## config.mk

```make
export PLATFORM = sky130hd
export DESIGN_NAME = icur_host
export DESIGN_NICKNAME = d
export VERILOG_FILES = /design/src/rtl/icur_pkg.sv /design/src/rtl/icur_host.sv
export SDC_FILE = /design/constraint.sdc
export NUM_CORES = 1
export LEC_CHECK = 0
export ABC_AREA = 0
export BUFFER_PORTS_ARGS = -buffer_cell sky130_fd_sc_hd__buf_4
export CAP_MARGIN = 20
export CORE_ASPECT_RATIO = 0.7
export CORE_UTILIZATION = 30
export DETAILED_ROUTE_END_ITERATION = 12
export GPL_ROUTABILITY_DRIVEN = 0
export PLACE_DENSITY_LB_ADDON = 0.08
export SLEW_MARGIN = 10
export SYNTH_ARGS = -nofsm -noshare
export SYNTH_HDL_FRONTEND = slang
export SYNTH_SLANG_ARGS = --single-unit
```

## constraint.sdc

```tcl
create_clock -name clk -period 2.6 [get_ports clk]
set_input_delay 0.13 -clock clk [delete_from_list [all_inputs] [get_ports clk]]
set_output_delay 0.13 -clock clk [all_outputs]
set_load 0.01 [all_outputs]
```

## src/rtl/icur_pkg.sv

```systemverilog
// constants, mode codes and state codes of the interchip usb host controller
// assumes a 20 MHz system clock and static mode pins on the board
package icur_pkg;

  // system clock period
  localparam int CLK_NS = 50;

  // mode_select_pins codes, {high, middle, low}
  localparam logic [2:0] MODE_SIX_SE   = 3'h0;
  localparam logic [2:0] MODE_FOUR_SE  = 3'h1;
  localparam logic [2:0] MODE_SIX_LP   = 3'h2;
  localparam logic [2:0] MODE_FOUR_LP  = 3'h3;
  localparam logic [2:0] MODE_UNUSED   = 3'h4;
  localparam logic [2:0] MODE_SERIAL   = 3'h5;
  localparam logic [2:0] MODE_W2IC     = 3'h6;
  localparam logic [2:0] MODE_IC2W_VCC = 3'h7;

  // line symbol layout, {plus, minus}
  localparam int SYM_W    = 2;
  localparam int SYM_PLUS = 1;
  localparam int SYM_MIN  = 0;
  localparam logic [1:0] SYM_IDLE = 2'h2;

  // symbol period on the host pins and bus turnaround time
  localparam int BIT_NS  = 100;
  localparam int TURN_NS = 100;
  localparam int BIT_CYC  = (BIT_NS + CLK_NS - 1) / CLK_NS;
  localparam int TURN_CYC = (TURN_NS + CLK_NS - 1) / CLK_NS;

  localparam int CNT_W = 8;
  localparam logic [CNT_W-1:0] CNT_ZERO = 8'h00;

  localparam int FIFO_DEPTH = 8;

  typedef enum logic [3:0] {
    ST_IDLE = 4'h1,
    ST_ON   = 4'h2,
    ST_SEND = 4'h4,
    ST_OFF  = 4'h8
  } icur_st_t;

endpackage

```

## src/rtl/icur_host.sv

```systemverilog
// interchip usb host controller: fifo and pin driver for the transceiver
// assumes mode pins stay static while running and pin inputs are synchronous
// Summary of operation
// - code 000 selects six-wire single-ended mode
// - code 001 selects four-wire single-ended mode
// - code 010 selects six-wire line pair mode
// - code 011 selects four-wire line pair mode
// - code 101 selects three-wire serial mode
// - serial mode shares data and se0 under enable
// - six-wire single-ended transmit pins are host-driven only
// - six-wire line pair transmit pins host-driven only
// - drive request low only while transmitting
// - four-wire single-ended pins share transmit and receive
// - four-wire line pair pins share line levels
// - code 100 is undefined; it reaches the mode pins but sets mode_error and never sends
// - code 111 selects bridge or converter by wiring
`timescale 1ns/1ns

module icur_fifo #(
  parameter int WIDTH = 2,
  parameter int DEPTH = 8
) (
  input  wire logic             clk,
  input  wire logic             resetn,
  input  wire logic             in_valid,
  output logic                  in_ready,
  input  wire logic [WIDTH-1:0] in_data,
  output logic                  out_valid,
  input  wire logic             out_ready,
  output logic      [WIDTH-1:0] out_data
);
  localparam int AW = (DEPTH > 1) ? $clog2(DEPTH) : 1;
  localparam int CW = $clog2(DEPTH + 1);
  localparam logic [CW-1:0] FULL = CW'(DEPTH);
  localparam logic [AW-1:0] LAST = AW'(DEPTH - 1);

  typedef struct packed {
    logic [DEPTH-1:0][WIDTH-1:0] mem;
    logic [AW-1:0]               wp;
    logic [AW-1:0]               rp;
    logic [CW-1:0]               cnt;
    logic                        room;
  } icur_fifo_t;

  icur_fifo_t s_q;
  icur_fifo_t s_d;
  logic       push;
  logic       pop;

  assign in_ready  = s_q.room;
  assign out_valid = (s_q.cnt != '0);
  assign out_data  = s_q.mem[s_q.rp];
  assign push      = in_valid && s_q.room;
  assign pop       = out_ready && out_valid;

  always_comb begin
    s_d = s_q;
    if (push) begin
      s_d.mem[s_q.wp] = in_data;
      s_d.wp = (s_q.wp == LAST) ? '0 : s_q.wp + 1'b1;
    end
    if (pop) begin
      s_d.rp = (s_q.rp == LAST) ? '0 : s_q.rp + 1'b1;
    end
    if (push && !pop) begin
      s_d.cnt = s_q.cnt + 1'b1;
    end else if (pop && !push) begin
      s_d.cnt = s_q.cnt - 1'b1;
    end
    // registered so that the ready seen upstream comes from a flop
    s_d.room = (s_d.cnt != FULL);
  end

  always_ff @(posedge clk or negedge resetn) begin
    if (!resetn) begin
      s_q <= '{mem: '0, wp: '0, rp: '0, cnt: '0, room: 1'b1};
    end else begin
      s_q <= s_d;
    end
  end
endmodule

module icur_host #(
  parameter int BIT_CYCLES  = icur_pkg::BIT_CYC,
  parameter int TURN_CYCLES = icur_pkg::TURN_CYC,
  parameter int DEPTH       = icur_pkg::FIFO_DEPTH
) (
  input  wire logic                        clk,
  input  wire logic                        resetn,
  input  wire logic [2:0]                  mode_cfg,
  input  wire logic                        tx_valid,
  output logic                             tx_ready,
  input  wire logic [icur_pkg::SYM_W-1:0]  tx_symbol,
  output logic                             tx_busy,
  output logic                             mode_error,
  output logic                             rx_plus,
  output logic                             rx_minus,
  output logic                             rx_diff,
  output logic [2:0]                       mode_select_pins,
  output logic                             drive_request_low,
  output logic                             host_a_o,
  output logic                             host_a_oe,
  input  wire logic                        host_a_i,
  output logic                             host_b_o,
  output logic                             host_b_oe,
  input  wire logic                        host_b_i,
  input  wire logic                        received_plus_line_out,
  input  wire logic                        received_minus_line_out,
  input  wire logic                        differential_receiver_out,
  input  wire logic                        host_plus_aux_out,
  input  wire logic                        host_minus_aux_out
);
  localparam logic [icur_pkg::CNT_W-1:0] BIT_LOAD =
    icur_pkg::CNT_W'(BIT_CYCLES - 1);
  localparam logic [icur_pkg::CNT_W-1:0] TURN_LOAD =
    icur_pkg::CNT_W'(TURN_CYCLES - 1);

  typedef struct packed {
    icur_pkg::icur_st_t              st;
    logic [2:0]                      mode;
    logic                            err;
    logic [icur_pkg::CNT_W-1:0]      cnt;
    logic                            req_n;
    logic                            a_o;
    logic                            a_oe;
    logic                            b_o;
    logic                            b_oe;
    logic                            rx_p;
    logic                            rx_m;
    logic                            rx_d;
    logic                            busy;
  } icur_host_t;

  icur_host_t                   s_q;
  icur_host_t                   s_d;
  logic                         f_valid;
  logic                         f_ready;
  logic [icur_pkg::SYM_W-1:0]   f_data;

  // six-wire modes keep transmit and receive on separate pins
  function automatic logic is_six(input logic [2:0] m);
    is_six = (m == icur_pkg::MODE_SIX_SE) || (m == icur_pkg::MODE_SIX_LP);
  endfunction

  // modes that carry transmit bit and se0 instead of line levels
  function automatic logic is_se(input logic [2:0] m);
    is_se = (m == icur_pkg::MODE_SIX_SE) || (m == icur_pkg::MODE_FOUR_SE)
         || (m == icur_pkg::MODE_SERIAL);
  endfunction

  // bridge and converter modes have the enable pin tied high on board
  function automatic logic uses_req(input logic [2:0] m);
    uses_req = !((m == icur_pkg::MODE_W2IC)
              || (m == icur_pkg::MODE_IC2W_VCC));
  endfunction

  // host pin levels for one line symbol
  function automatic logic [1:0] pin_code(input logic [2:0] m,
                                          input logic [1:0] sym);
    logic p;
    logic n;
    p = sym[icur_pkg::SYM_PLUS];
    n = sym[icur_pkg::SYM_MIN];
    if (is_se(m)) begin
      pin_code = {p, !p && !n};
    end else begin
      pin_code = {p, n};
    end
  endfunction

  icur_fifo #(
    .WIDTH (icur_pkg::SYM_W),
    .DEPTH (DEPTH)
  ) u_fifo (
    .clk       (clk),
    .resetn    (resetn),
    .in_valid  (tx_valid),
    .in_ready  (tx_ready),
    .in_data   (tx_symbol),
    .out_valid (f_valid),
    .out_ready (f_ready),
    .out_data  (f_data)
  );

  // a symbol leaves the fifo only at a bit boundary while driving
  assign f_ready = f_valid && (s_q.cnt == icur_pkg::CNT_ZERO)
                && ((s_q.st == icur_pkg::ST_ON)
                 || (s_q.st == icur_pkg::ST_SEND));

  always_comb begin
    logic [1:0] pc;
    logic [1:0] idle_pc;
    pc = pin_code(s_q.mode, f_data);
    idle_pc = pin_code(s_q.mode, icur_pkg::SYM_IDLE);
    s_d = s_q;
    if (s_q.cnt != icur_pkg::CNT_ZERO) begin
      s_d.cnt = s_q.cnt - 1'b1;
    end

    // receive side, sampled every cycle
    if (is_six(s_q.mode)) begin
      s_d.rx_p = received_plus_line_out;
      s_d.rx_m = received_minus_line_out;
    end else if (s_q.mode == icur_pkg::MODE_SERIAL) begin
      s_d.rx_p = host_a_i && !host_b_i;
      s_d.rx_m = !host_a_i && !host_b_i;
    end else begin
      s_d.rx_p = host_a_i;
      s_d.rx_m = host_b_i;
    end
    if (uses_req(s_q.mode)) begin
      s_d.rx_d = differential_receiver_out;
    end else begin
      s_d.rx_d = host_a_i;
    end

    case (s_q.st)
      icur_pkg::ST_IDLE: begin
        s_d.req_n = 1'b1;
        s_d.busy = 1'b0;
        s_d.mode = mode_cfg;
        s_d.err = (mode_cfg == icur_pkg::MODE_UNUSED);
        // six-wire pins stay driven; new code used so shared pins never lag
        s_d.a_oe = is_six(mode_cfg);
        s_d.b_oe = is_six(mode_cfg);
        s_d.a_o = idle_pc[1];
        s_d.b_o = idle_pc[0];
        if (f_valid && !s_q.err && (mode_cfg == s_q.mode)) begin
          s_d.st = icur_pkg::ST_ON;
          s_d.busy = 1'b1;
          s_d.req_n = !uses_req(s_q.mode);
          s_d.cnt = TURN_LOAD;
        end
      end
      icur_pkg::ST_ON, icur_pkg::ST_SEND: begin
        if (s_q.cnt == icur_pkg::CNT_ZERO) begin
          if (f_valid) begin
            // pins driven only after the device has released them
            s_d.st = icur_pkg::ST_SEND;
            s_d.a_oe = 1'b1;
            s_d.b_oe = 1'b1;
            s_d.a_o = pc[1];
            s_d.b_o = pc[0];
            s_d.cnt = BIT_LOAD;
          end else begin
            s_d.st = icur_pkg::ST_OFF;
            s_d.a_o = idle_pc[1];
            s_d.b_o = idle_pc[0];
            s_d.a_oe = is_six(s_q.mode);
            s_d.b_oe = is_six(s_q.mode);
            s_d.cnt = TURN_LOAD;
          end
        end
      end
      icur_pkg::ST_OFF: begin
        // request rises after the turnaround; shared-pin drivers are off by then, six-wire pins stay driven
        if (s_q.cnt == icur_pkg::CNT_ZERO) begin
          s_d.st = icur_pkg::ST_IDLE;
          s_d.req_n = 1'b1;
          s_d.busy = 1'b0;
        end
      end
      default: begin
        s_d.st = icur_pkg::ST_IDLE;
        s_d.req_n = 1'b1;
        s_d.a_oe = 1'b0;
        s_d.b_oe = 1'b0;
        s_d.busy = 1'b0;
      end
    endcase
  end

  always_ff @(posedge clk or negedge resetn) begin
    if (!resetn) begin
      s_q <= '{st: icur_pkg::ST_IDLE, mode: icur_pkg::MODE_SIX_SE,
               err: 1'b0, cnt: icur_pkg::CNT_ZERO, req_n: 1'b1,
               a_o: 1'b0, a_oe: 1'b0, b_o: 1'b0, b_oe: 1'b0,
               rx_p: 1'b0, rx_m: 1'b0, rx_d: 1'b0, busy: 1'b0};
    end else begin
      s_q <= s_d;
    end
  end

  // aux outputs are high impedance outside six-wire modes; not read here
  assign mode_select_pins  = s_q.mode;
  assign drive_request_low = s_q.req_n;
  assign host_a_o          = s_q.a_o;
  assign host_a_oe         = s_q.a_oe;
  assign host_b_o          = s_q.b_o;
  assign host_b_oe         = s_q.b_oe;
  assign rx_plus           = s_q.rx_p;
  assign rx_minus          = s_q.rx_m;
  assign rx_diff           = s_q.rx_d;
  assign tx_busy           = s_q.busy;
  assign mode_error        = s_q.err;
endmodule

```

==> impl_metrics.ini, run 1 <==
[status]
status = complete, no violations

[placement]
port_buffers = 26
placed_cells = 396
dp_hpwl_um = 4390

[critical_path]
crit_type = reg2reg
end_kind = flop
critPathArrivalTime_ns = 2.52
path_max_fanout = 6
reg2reg_depth = 7
required_ns = 2.81
start_kind = flop

[power]
switching_share_pct = 36.0
power_mw = 3.73
vdd_drop_max_mv = 0.300
leakagePower_nw = 1.41
p_int_mw = 2.39
pwr-share-comb_pct = 39.1
p_clk_share_pct = 20.6
seqPwrFrac_pct = 40.3
power.switching_mw = 1.34
powerDensity_nw_per_um2 = 1150

[sta]
worst_slew_pin_slew_ns = 0.675
report.final.slew_viol_count = 0
rsz0062_at_grt = no
fin_crit_sh_pct = 88.9
finalHoldViolCount = 0
setup_tns_ns = 0
fmax_ghz = 0.433
holdWs_ns = 0.0553
skew_ns = 0.00776
period_minus_slack_ns = 2.31
slew_headroom_pct = 55.0
setup_violations = 0

[grt]
grt-ovfl-total = 0
grt_max_degree = 52
grt_pass1_wl_um = 9840
antenna_found_initial = 0
grt_pass1_vias = 1840
grt_usage_pct = 14.1

[yosys]
syn-mean-instance-area_sq_um = 10.7
seq_area_frac_synth_pct = 46.0
synth_area_sq_um = 2780
synth.distinct_cells = 61
synth_common_cells = dfrtp_1 (48), nand2_1 (28), nor2_1 (21)
yosys.area.top_type_share_pct = 43.2
syn-num-nets = 285
synth.largest_area_cell = dfrtp_1
synth.most_common_cell = dfrtp_1
synthCells = 261
yosys-top-cells-area = dfrtp_1 (43%), mux2_2 (7.3%), ha_1 (4.0%)
yosysWarningCount = 0
ys_async_sr_fraction_pct = 100
synth_ff_type = dfrtp_1
synth_edf_count = 0
synth_seq_cells = 51

[worst_hold_path]
whs_path_depth = 2
hold_path_class = in2reg

[route]
routed_wl_um = 5950
detail_route.first_pass.iterations = 4
remaining_drc_errors = 0
final_antenna_net_count = 0
post_drt_wl_per_cell_um = 14.7
via_per_inst = 4.71
vias = 1908
drt_iter0_markers = 60

[cells_and_area]
fin_util_pct = 37.4
area_delta_synth_final_pct = 17.2
fin_nets = 308
nFillCells = 876
drive_gt1_share_pct = 27.0
final_cells = 405
diodes = 0

[clock_tree]
cts_num_sinks = 51
path_clk_slew_ns = 0.07
tritoncts = yes
htree_levels = 2
clkLatencyLatePin_ns = 0.29
cts_made_buffers = 5
cts_root_buf = clkbuf_16
clockBufferDepth = 2
cts-hold-fix-buffers = 1
cts_setup_buffers = 0
cts_resized = 0

[floorplanning]
initial_core_util_pct = 31.9
die_w_um = 117
core_sq_um = 8720
die-area_sq_um = 9670
io_pins = 29
rows = 28
die_y_um = 82.6

[flow_run]
maxCapViolations = 0
[path summary, 6_finish.rpt]
path / startpoint / to / slack [ns]
setup / recovery: u_fifo.s_q[2] / u_fifo.in_ready / 0.29
hold / removal: mode_cfg[1] / mode_error / 0.06
setup reg to reg: u_fifo.s_q[2] / u_fifo.in_ready / 0.29
hold reg to reg: tx_busy / tx_busy / 0.48
max in group asynchronous: resetn / u_fifo.s_q[5] / 1.74
min in group asynchronous: resetn / rx_plus / 0.41
[worst max-delay path, cell delays in order (launching register included)]
cell and delay, ns:
dfrtp_1 0.42, inv_1 0.11, ha_1 0.16, nor3b_2 0.42, and3b_2 0.32, a31oi_1 0.17
o32ai_1 0.11, or4b_1 0.52
[cell families after synthesis]
group	synth area share [%]
AND/OR/NAND/NOR	20.3
flip-flops	46.0
AO/OA/AOI/OAI	9.94
buffers and inverters	4.27
multiplexers	11.6
XOR/XNOR	3.78
adder cells (fa/ha/maj)	4.05
[cell type report]
| type | instances | area, sq um | share of cell area, % |
|---|---|---|---|
| clock buffers | 6 | 139 | 4.26 |
| clock inverters | 2 | 35.0 | 1.07 |
| inverters | 10 | 37.5 | 1.15 |
| multi-input cells | 185 | 1380 | 42.4 |
| flip-flops and latches | 51 | 1280 | 39.3 |
| well taps | 120 | 150 | 4.61 |
| repair buffers | 31 | 235 | 7.22 |
[state kept, by name, summed over array words and instances, names as in the netlist]
| register | flops |
|---|---|
| rx_diff | 1 |
| drive_request_low | 1 |
| tx_busy | 1 |
| host_b_o | 1 |
| host_a_oe | 1 |
| host_a_o | 1 |
| u_fifo.s_q | 26 |
| mode_error | 1 |
| mode_select_pins | 3 |
| u_fifo.in_ready | 1 |
| s_q | 12 |
| rx_plus | 1 |
| rx_minus | 1 |
[power by group through the flow]
stage	Clock [mW]	Combinational (mW)	Sequential (mW)
floorplan	0	1.18	1.39
global placement	0	1.47	1.51
detailed placement	0	1.47	1.52
CTS	0.799	1.48	1.50
global route	0.823	1.64	1.57
finish	0.769	1.46	1.50
[cell usage in the layout, fill, tap and decap left out, types with 4 or more instances in the layout]
cell type and count:
a21oi_1 5, buf_4 30, clkbuf_16 5, dfrtp_1 48, ha_1 9, inv_1 10
mux2_2 18, mux4_2 4, nand2_1 28, nand2b_1 5, nor2_1 21, nor2b_1 6
nor3_1 10, o21ai_0 6, xnor2_1 9
[metal layers]
metal / wire length (um) / up-vias / GRT usage [%]
met3: 206 / 4 / 3.94
li1: - / 969 / -
met2: 2150 / 26 / 17.4
met5: 0 / - / 0
met1: 3550 / 909 / 22.6
met4: 50 / 0 / 4.18
[stage by stage]
step,worst slack (ns),cell area [sq um]
floorplan,0.540,2780
global placement,0.310,3080
detailed placement,0.324,3080
CTS,0.304,3260
global route,0.154,3260
finish,0.290,3260
Power figures use the tool's default switching activity.
==> inputs of run 2 (changes only) <==
--- a/config.mk
+++ b/config.mk
@@ -16,4 +16,5 @@
 export SLEW_MARGIN = 10
 export SYNTH_ARGS = -nofsm -noshare
 export SYNTH_HDL_FRONTEND = slang
+export SYNTH_HIERARCHICAL = 1
 export SYNTH_SLANG_ARGS = --single-unit
==> run 2 against run 1 <==
Sequential power is 6% lower. Sequential share of layout area is 1.2 points lower. Clock power is 11% higher. Routed wire length is 3.3% lower. Sequential cell count stayed put. Final cell count is 0.74% higher. Register-to-register slack worse by 0.25 ns. Area after synthesis is 3.6% lower. Total power is 1.1% higher. Core utilization is 2.0 points higher. First-iteration DRC count is 55% higher. Via count is 0.58% higher. Critical path type unchanged.
==> impl_metrics.ini, run 2 <==
[cells_and_area]
area_delta_synth_final_pct = 25.3
layout.cells.most_common = dfrtp_1
drive_gt1_share_pct = 34.4
layout_common_cells = dfrtp_1 (48), buf_4 (46), nand2_1 (25)
seqCellArea_sq_um = 1280
regMostFlops = u_fifo/s_q
multi_input_area_sq_um = 1330
largest_reg_flops = 26
final_cells = 408
diodes = 0
fin_nets = 311
nFillCells = 848

[placement]
placed_cells = 397
port_buffers = 26
dp_hpwl_um = 4080

[sta]
fmax_ghz = 0.391
finalHoldViolCount = 0
skew_ns = 0.00419
slew_headroom_pct = 43.6
period_minus_slack_ns = 2.56
rsz0062_at_grt = yes
worst_slew_pin_slew_ns = 0.842
report.final.slew_viol_count = 0
setup_violations = 0
fin_crit_sh_pct = 98.3

[route]
vias = 1919
remaining_drc_errors = 0
post_drt_wl_per_cell_um = 14.1
detail_route.first_pass.iterations = 4
routed_wl_um = 5750
drt_iter0_markers = 93
via_per_inst = 4.70
final_antenna_net_count = 0

[floorplanning]
die_w_um = 115
die-area_sq_um = 9330
initial_core_util_pct = 31.4
core_sq_um = 8550
rows = 28
die_y_um = 81.1
io_pins = 29

[critical_path]
end_kind = flop
path_max_fanout = 8
crit_type = reg2reg
r2r_setup_slack_ns = 0.04
start_kind = flop
required_ns = 2.81
critPathArrivalTime_ns = 2.77

[grt]
grt_usage_pct = 13.7
grt-ovfl-total = 0
grt_pass1_vias = 1834
antenna_found_initial = 0
grt_pass1_wl_um = 9640
grt_max_degree = 52

[clock_tree]
cts_num_sinks = 51
path_clk_slew_ns = 0.07
clkLatencyLatePin_ns = 0.29
clockBufferDepth = 2
cts_made_buffers = 5
cts_root_buf = clkbuf_16
tritoncts = yes
htree_levels = 2

[yosys]
syn-mean-instance-area_sq_um = 10.9
synth.largest_area_cell = dfrtp_1
synthCells = 245
synth_edf_count = 0
synth.distinct_cells = 55
synth_common_cells = dfrtp_1 (48), nand2_1 (26), mux2_2 (19)
syn-num-nets = 269
synth_area_sq_um = 2680
seq_area_frac_synth_pct = 47.7
synth.most_common_cell = dfrtp_1
synth_seq_cells = 51
yosys-top-cells-area = dfrtp_1 (45%), mux2_2 (8.0%), ha_1 (4.2%)
yosys.area.top_type_share_pct = 44.8
synth_ff_type = dfrtp_1
ys_async_sr_fraction_pct = 100
yosysWarningCount = 6

[status]
status = complete, no violations

[power]
powerDensity_nw_per_um2 = 1120
leakagePower_nw = 1.56
vdd_drop_max_mv = 0.325
power_mw = 3.77

[flow_run]
maxCapViolations = 0

[worst_hold_path]
hold_path_class = in2reg
==> run 2: what timing repair did <==
item,in CTS,in global routing
setup buffers,0,2
cloned,0,0
resized for setup,1,7
endpoints found under the hold margin,48,0
hold buffers,1,0
pin swaps,1,4
setup endpoints to repair,1,1
==> run 2: area by class of cell <==
type / count / area share (%)
Clock inverter: 3 / 2.01
Sequential cell: 51 / 38.1
Multi-Input combinational cell: 168 / 39.5
Timing Repair Buffer: 47 / 10.6
Clock buffer: 5 / 3.72
Inverter: 14 / 1.64
Tap cell: 120 / 4.47
==> run 2: stage by stage <==
stage	hold slack (ns)	area, sq um	utilization, %	setup TNS (ns)	worst slack [ns]
5_1_grt	0.0438	3360	39.3	-0.0682	-0.0682
3_3_place_gp	0.229	3110	36.4	-0.00833	-0.00833
2_1_floorplan	-0.166	2700	-	0	0.00937
3_5_place_dp	0.223	3110	36.4	-0.0289	-0.0289
4_1_cts	0.0315	3320	38.8	0	0.00777
6_report	0.0373	3360	39.3	0	0.0446
==> run 2: logic make-up after synthesis <==
family | Yosys count | share of synthesized area (%)
buf+inv | 26 | 4.71
xor+xnor | 11 | 3.59
flops | 51 | 47.7
simple gates | 83 | 17.1
compound gates | 37 | 9.47
mux | 28 | 13.2
fa+ha+maj | 9 | 4.20
==> run 2: final timing paths <==
kind / to / depth (start not counted) / from
min in group asynchronous: s_q[11] / 2 / resetn
hold reg to reg: drive_request_low / 2 / drive_request_low
max in group asynchronous: u_fifo/s_q[10] / 2 / resetn
setup reg to reg: u_fifo/in_ready / 10 / s_q[9]
hold / removal: rx_diff / 3 / differential_receiver_out
setup / recovery: u_fifo/in_ready / 10 / s_q[9]
==> run 2: metal layers <==
| layer | track usage [%] | wire (um) |
|---|---|---|
| met1 | 20.6 | 3130 |
| met2 | 18.7 | 2260 |
| met3 | 3.36 | 274 |
| met4 | 5.06 | 85 |
| met5 | 0 | 0 |
==> run 2: critical path, stage by stage (launching register included) <==
cell and delay (ns):
dfrtp_1 0.39, inv_2 0.09, ha_4 0.13, nor3b_2 0.16, and2_4 0.18, nand2_4 0.05, nor2_4 0.20, or4b_4 0.49
o22a_1 0.19, mux2i_1 0.14, or4b_1 0.45
==> run 2: report_power, final <==
part / leakage (nW) / switching (mW) / internal [mW]
registers: 0.635 / 0.282 / 1.12
logic: 0.830 / 0.693 / 0.819
clock network: 0.0900 / 0.304 / 0.552
==> inputs of run 3 (changes only) <==
--- a/config.mk
+++ b/config.mk
@@ -7,9 +7,9 @@
 export LEC_CHECK = 0
 export ABC_AREA = 0
 export BUFFER_PORTS_ARGS = -buffer_cell sky130_fd_sc_hd__buf_4
-export CAP_MARGIN = 20
+export CAP_MARGIN = 15
 export CORE_ASPECT_RATIO = 0.7
-export CORE_UTILIZATION = 30
+export CORE_UTILIZATION = 44
 export DETAILED_ROUTE_END_ITERATION = 12
 export GPL_ROUTABILITY_DRIVEN = 0
 export PLACE_DENSITY_LB_ADDON = 0.08
==> run 3 against run 2 <==
Global-route usage increased by 5.2 points. Core utilization increased by 16 points. Design area decreased by 4.0%. Critical path depth unchanged. Total power decreased by 7.4%. Final cell count decreased by 11%. Sequential cell count unchanged. Clock power decreased by 36%. Worst setup slack improved by 0.024 ns.
==> impl_metrics.ini, run 3 (same netlist as run 2, synthesis figures left out) <==
[cells_and_area]
fin_nets = 311
final_cells = 363
area_delta_synth_final_pct = 20.3
diodes = 0
layout.cells.most_common = dfrtp_1
regMostFlops = u_fifo/s_q
layout_common_cells = dfrtp_1 (48), buf_4 (46), nand2_1 (25)
largest_reg_flops = 26
fin_util_pct = 55.5
drive_gt1_share_pct = 34.4

[clock_tree]
htree_levels = 2
cts_num_sinks = 51
cts_made_buffers = 5
tritoncts = yes
clockBufferDepth = 2
path_clk_slew_ns = 0.09
clkLatencyLatePin_ns = 0.30
cts_root_buf = clkbuf_8

[grt]
grt_usage_pct = 18.9
antenna_found_initial = 0
grt_pass1_vias = 1776
grt_pass1_wl_um = 9040
grt_max_degree = 52
grt-ovfl-total = 0

[critical_path]
cp_slowest_cell = or4b_4
required_ns = 2.82
critPathArrivalTime_ns = 2.75
cp_top_family = simple AND/OR/NAND/NOR gates
path_buf_inv = 1
crit_type = reg2reg
start_kind = flop
end_kind = flop
cp_slowest_stage_delay_ns = 0.49
path_max_fanout = 6
path_cells = inv_2, ha_4, nor3b_2, and2_4, nand2_4, nor2_4, or4b_4, o22a_1, mux2i_1, or4b_1

[power]
vdd_drop_max_mv = 0.432
leakagePower_nw = 1.52
powerDensity_nw_per_um2 = 1080
power_mw = 3.49

[placement]
port_buffers = 26
dp_hpwl_um = 3880
post-place-ws_ns = 0.0269
placed_cells = 349

[route]
final_antenna_net_count = 0
routed_wl_um = 5480
post_drt_wl_per_cell_um = 15.1
drt_iter0_markers = 48
remaining_drc_errors = 0
detail_route.first_pass.iterations = 5
vias = 1938
via_per_inst = 5.34

[sta]
fin_crit_sh_pct = 97.4
finalHoldViolCount = 0
fmax_ghz = 0.395
period_minus_slack_ns = 2.53
rsz0062_at_grt = yes
report.final.slew_viol_count = 0
setup_violations = 0
skew_ns = 0.00816
setup_ws_ns = 0.0685
worst_slew_pin_slew_ns = 0.651
slew_headroom_pct = 56.0

[status]
status = complete, no violations

[floorplanning]
die_w_um = 95.3
core_sq_um = 5810
die-area_sq_um = 6420
initial_core_util_pct = 46.1
io_pins = 29
die_y_um = 67.3
rows = 23

[worst_hold_path]
hold_path_class = in2reg

[flow_run]
maxCapViolations = 0
[run 3: cell type report]
class / count / area (sq um)
Clock buffer: 7 / 76.3
Clock inverter: 1 / 30.0
Fill cell: 520 / 2580
Inverter: 14 / 55.1
Multi-Input combinational cell: 168 / 1340
Sequential cell: 51 / 1280
Tap cell: 75 / 93.8
Timing Repair Buffer: 47 / 355
[run 3: worst paths after layout]
path                                                start  cells past startpoint               to  slack, ns
worst min register to register                    tx_busy                      1          tx_busy       0.48
min in group asynchronous                          resetn                      2        host_a_oe       0.39
worst min-delay path            differential_receiver_out                      3          rx_diff       0.02
worst max register to register                    s_q[10]                     10  u_fifo/in_ready       0.07
max in group asynchronous                          resetn                      2    u_fifo/s_q[6]       1.77
worst max-delay path                              s_q[10]                     10  u_fifo/in_ready       0.07
[run 3: routing by layer]
layer	part of all wire, %	up-vias	GRT usage [%]
met5	0	-	0
met4	1.0	0	6.63
met3	4.6	6	4.39
met2	41	40	25.9
met1	53	929	28.8
li1	-	963	-
[run 3: power breakdown]
part / internal (mW) / switching, mW
combinational: 0.823 / 0.690
clock: 0.288 / 0.259
sequential: 1.12 / 0.310
total: 2.23 / 1.26
[run 3: tightest hold or removal path: stages]
cell     delay, ns
buf_4         0.07
nand2_1       0.03
o21ai_0       0.06
[run 3: what timing repair did]
action                     in CTS  in global routing
gates resized for setup         1                 10
setup endpoints to repair       1                  1
buffers inserted                0                  5
hold buffers                    1                  0
hold endpoints to repair       48                  0
pin swaps                       0                  4
gates cloned                    0                  0
[run 3: stage by stage]
step                hold WS (ns)  TNS [ns]  cell area, sq um
finish                    0.0233         0              3230
global route              0.0104   -0.0502              3230
CTS                       0.0127         0              3150
detailed placement         0.208         0              3030
global placement           0.208         0              3030
floorplan                 -0.166         0              2700
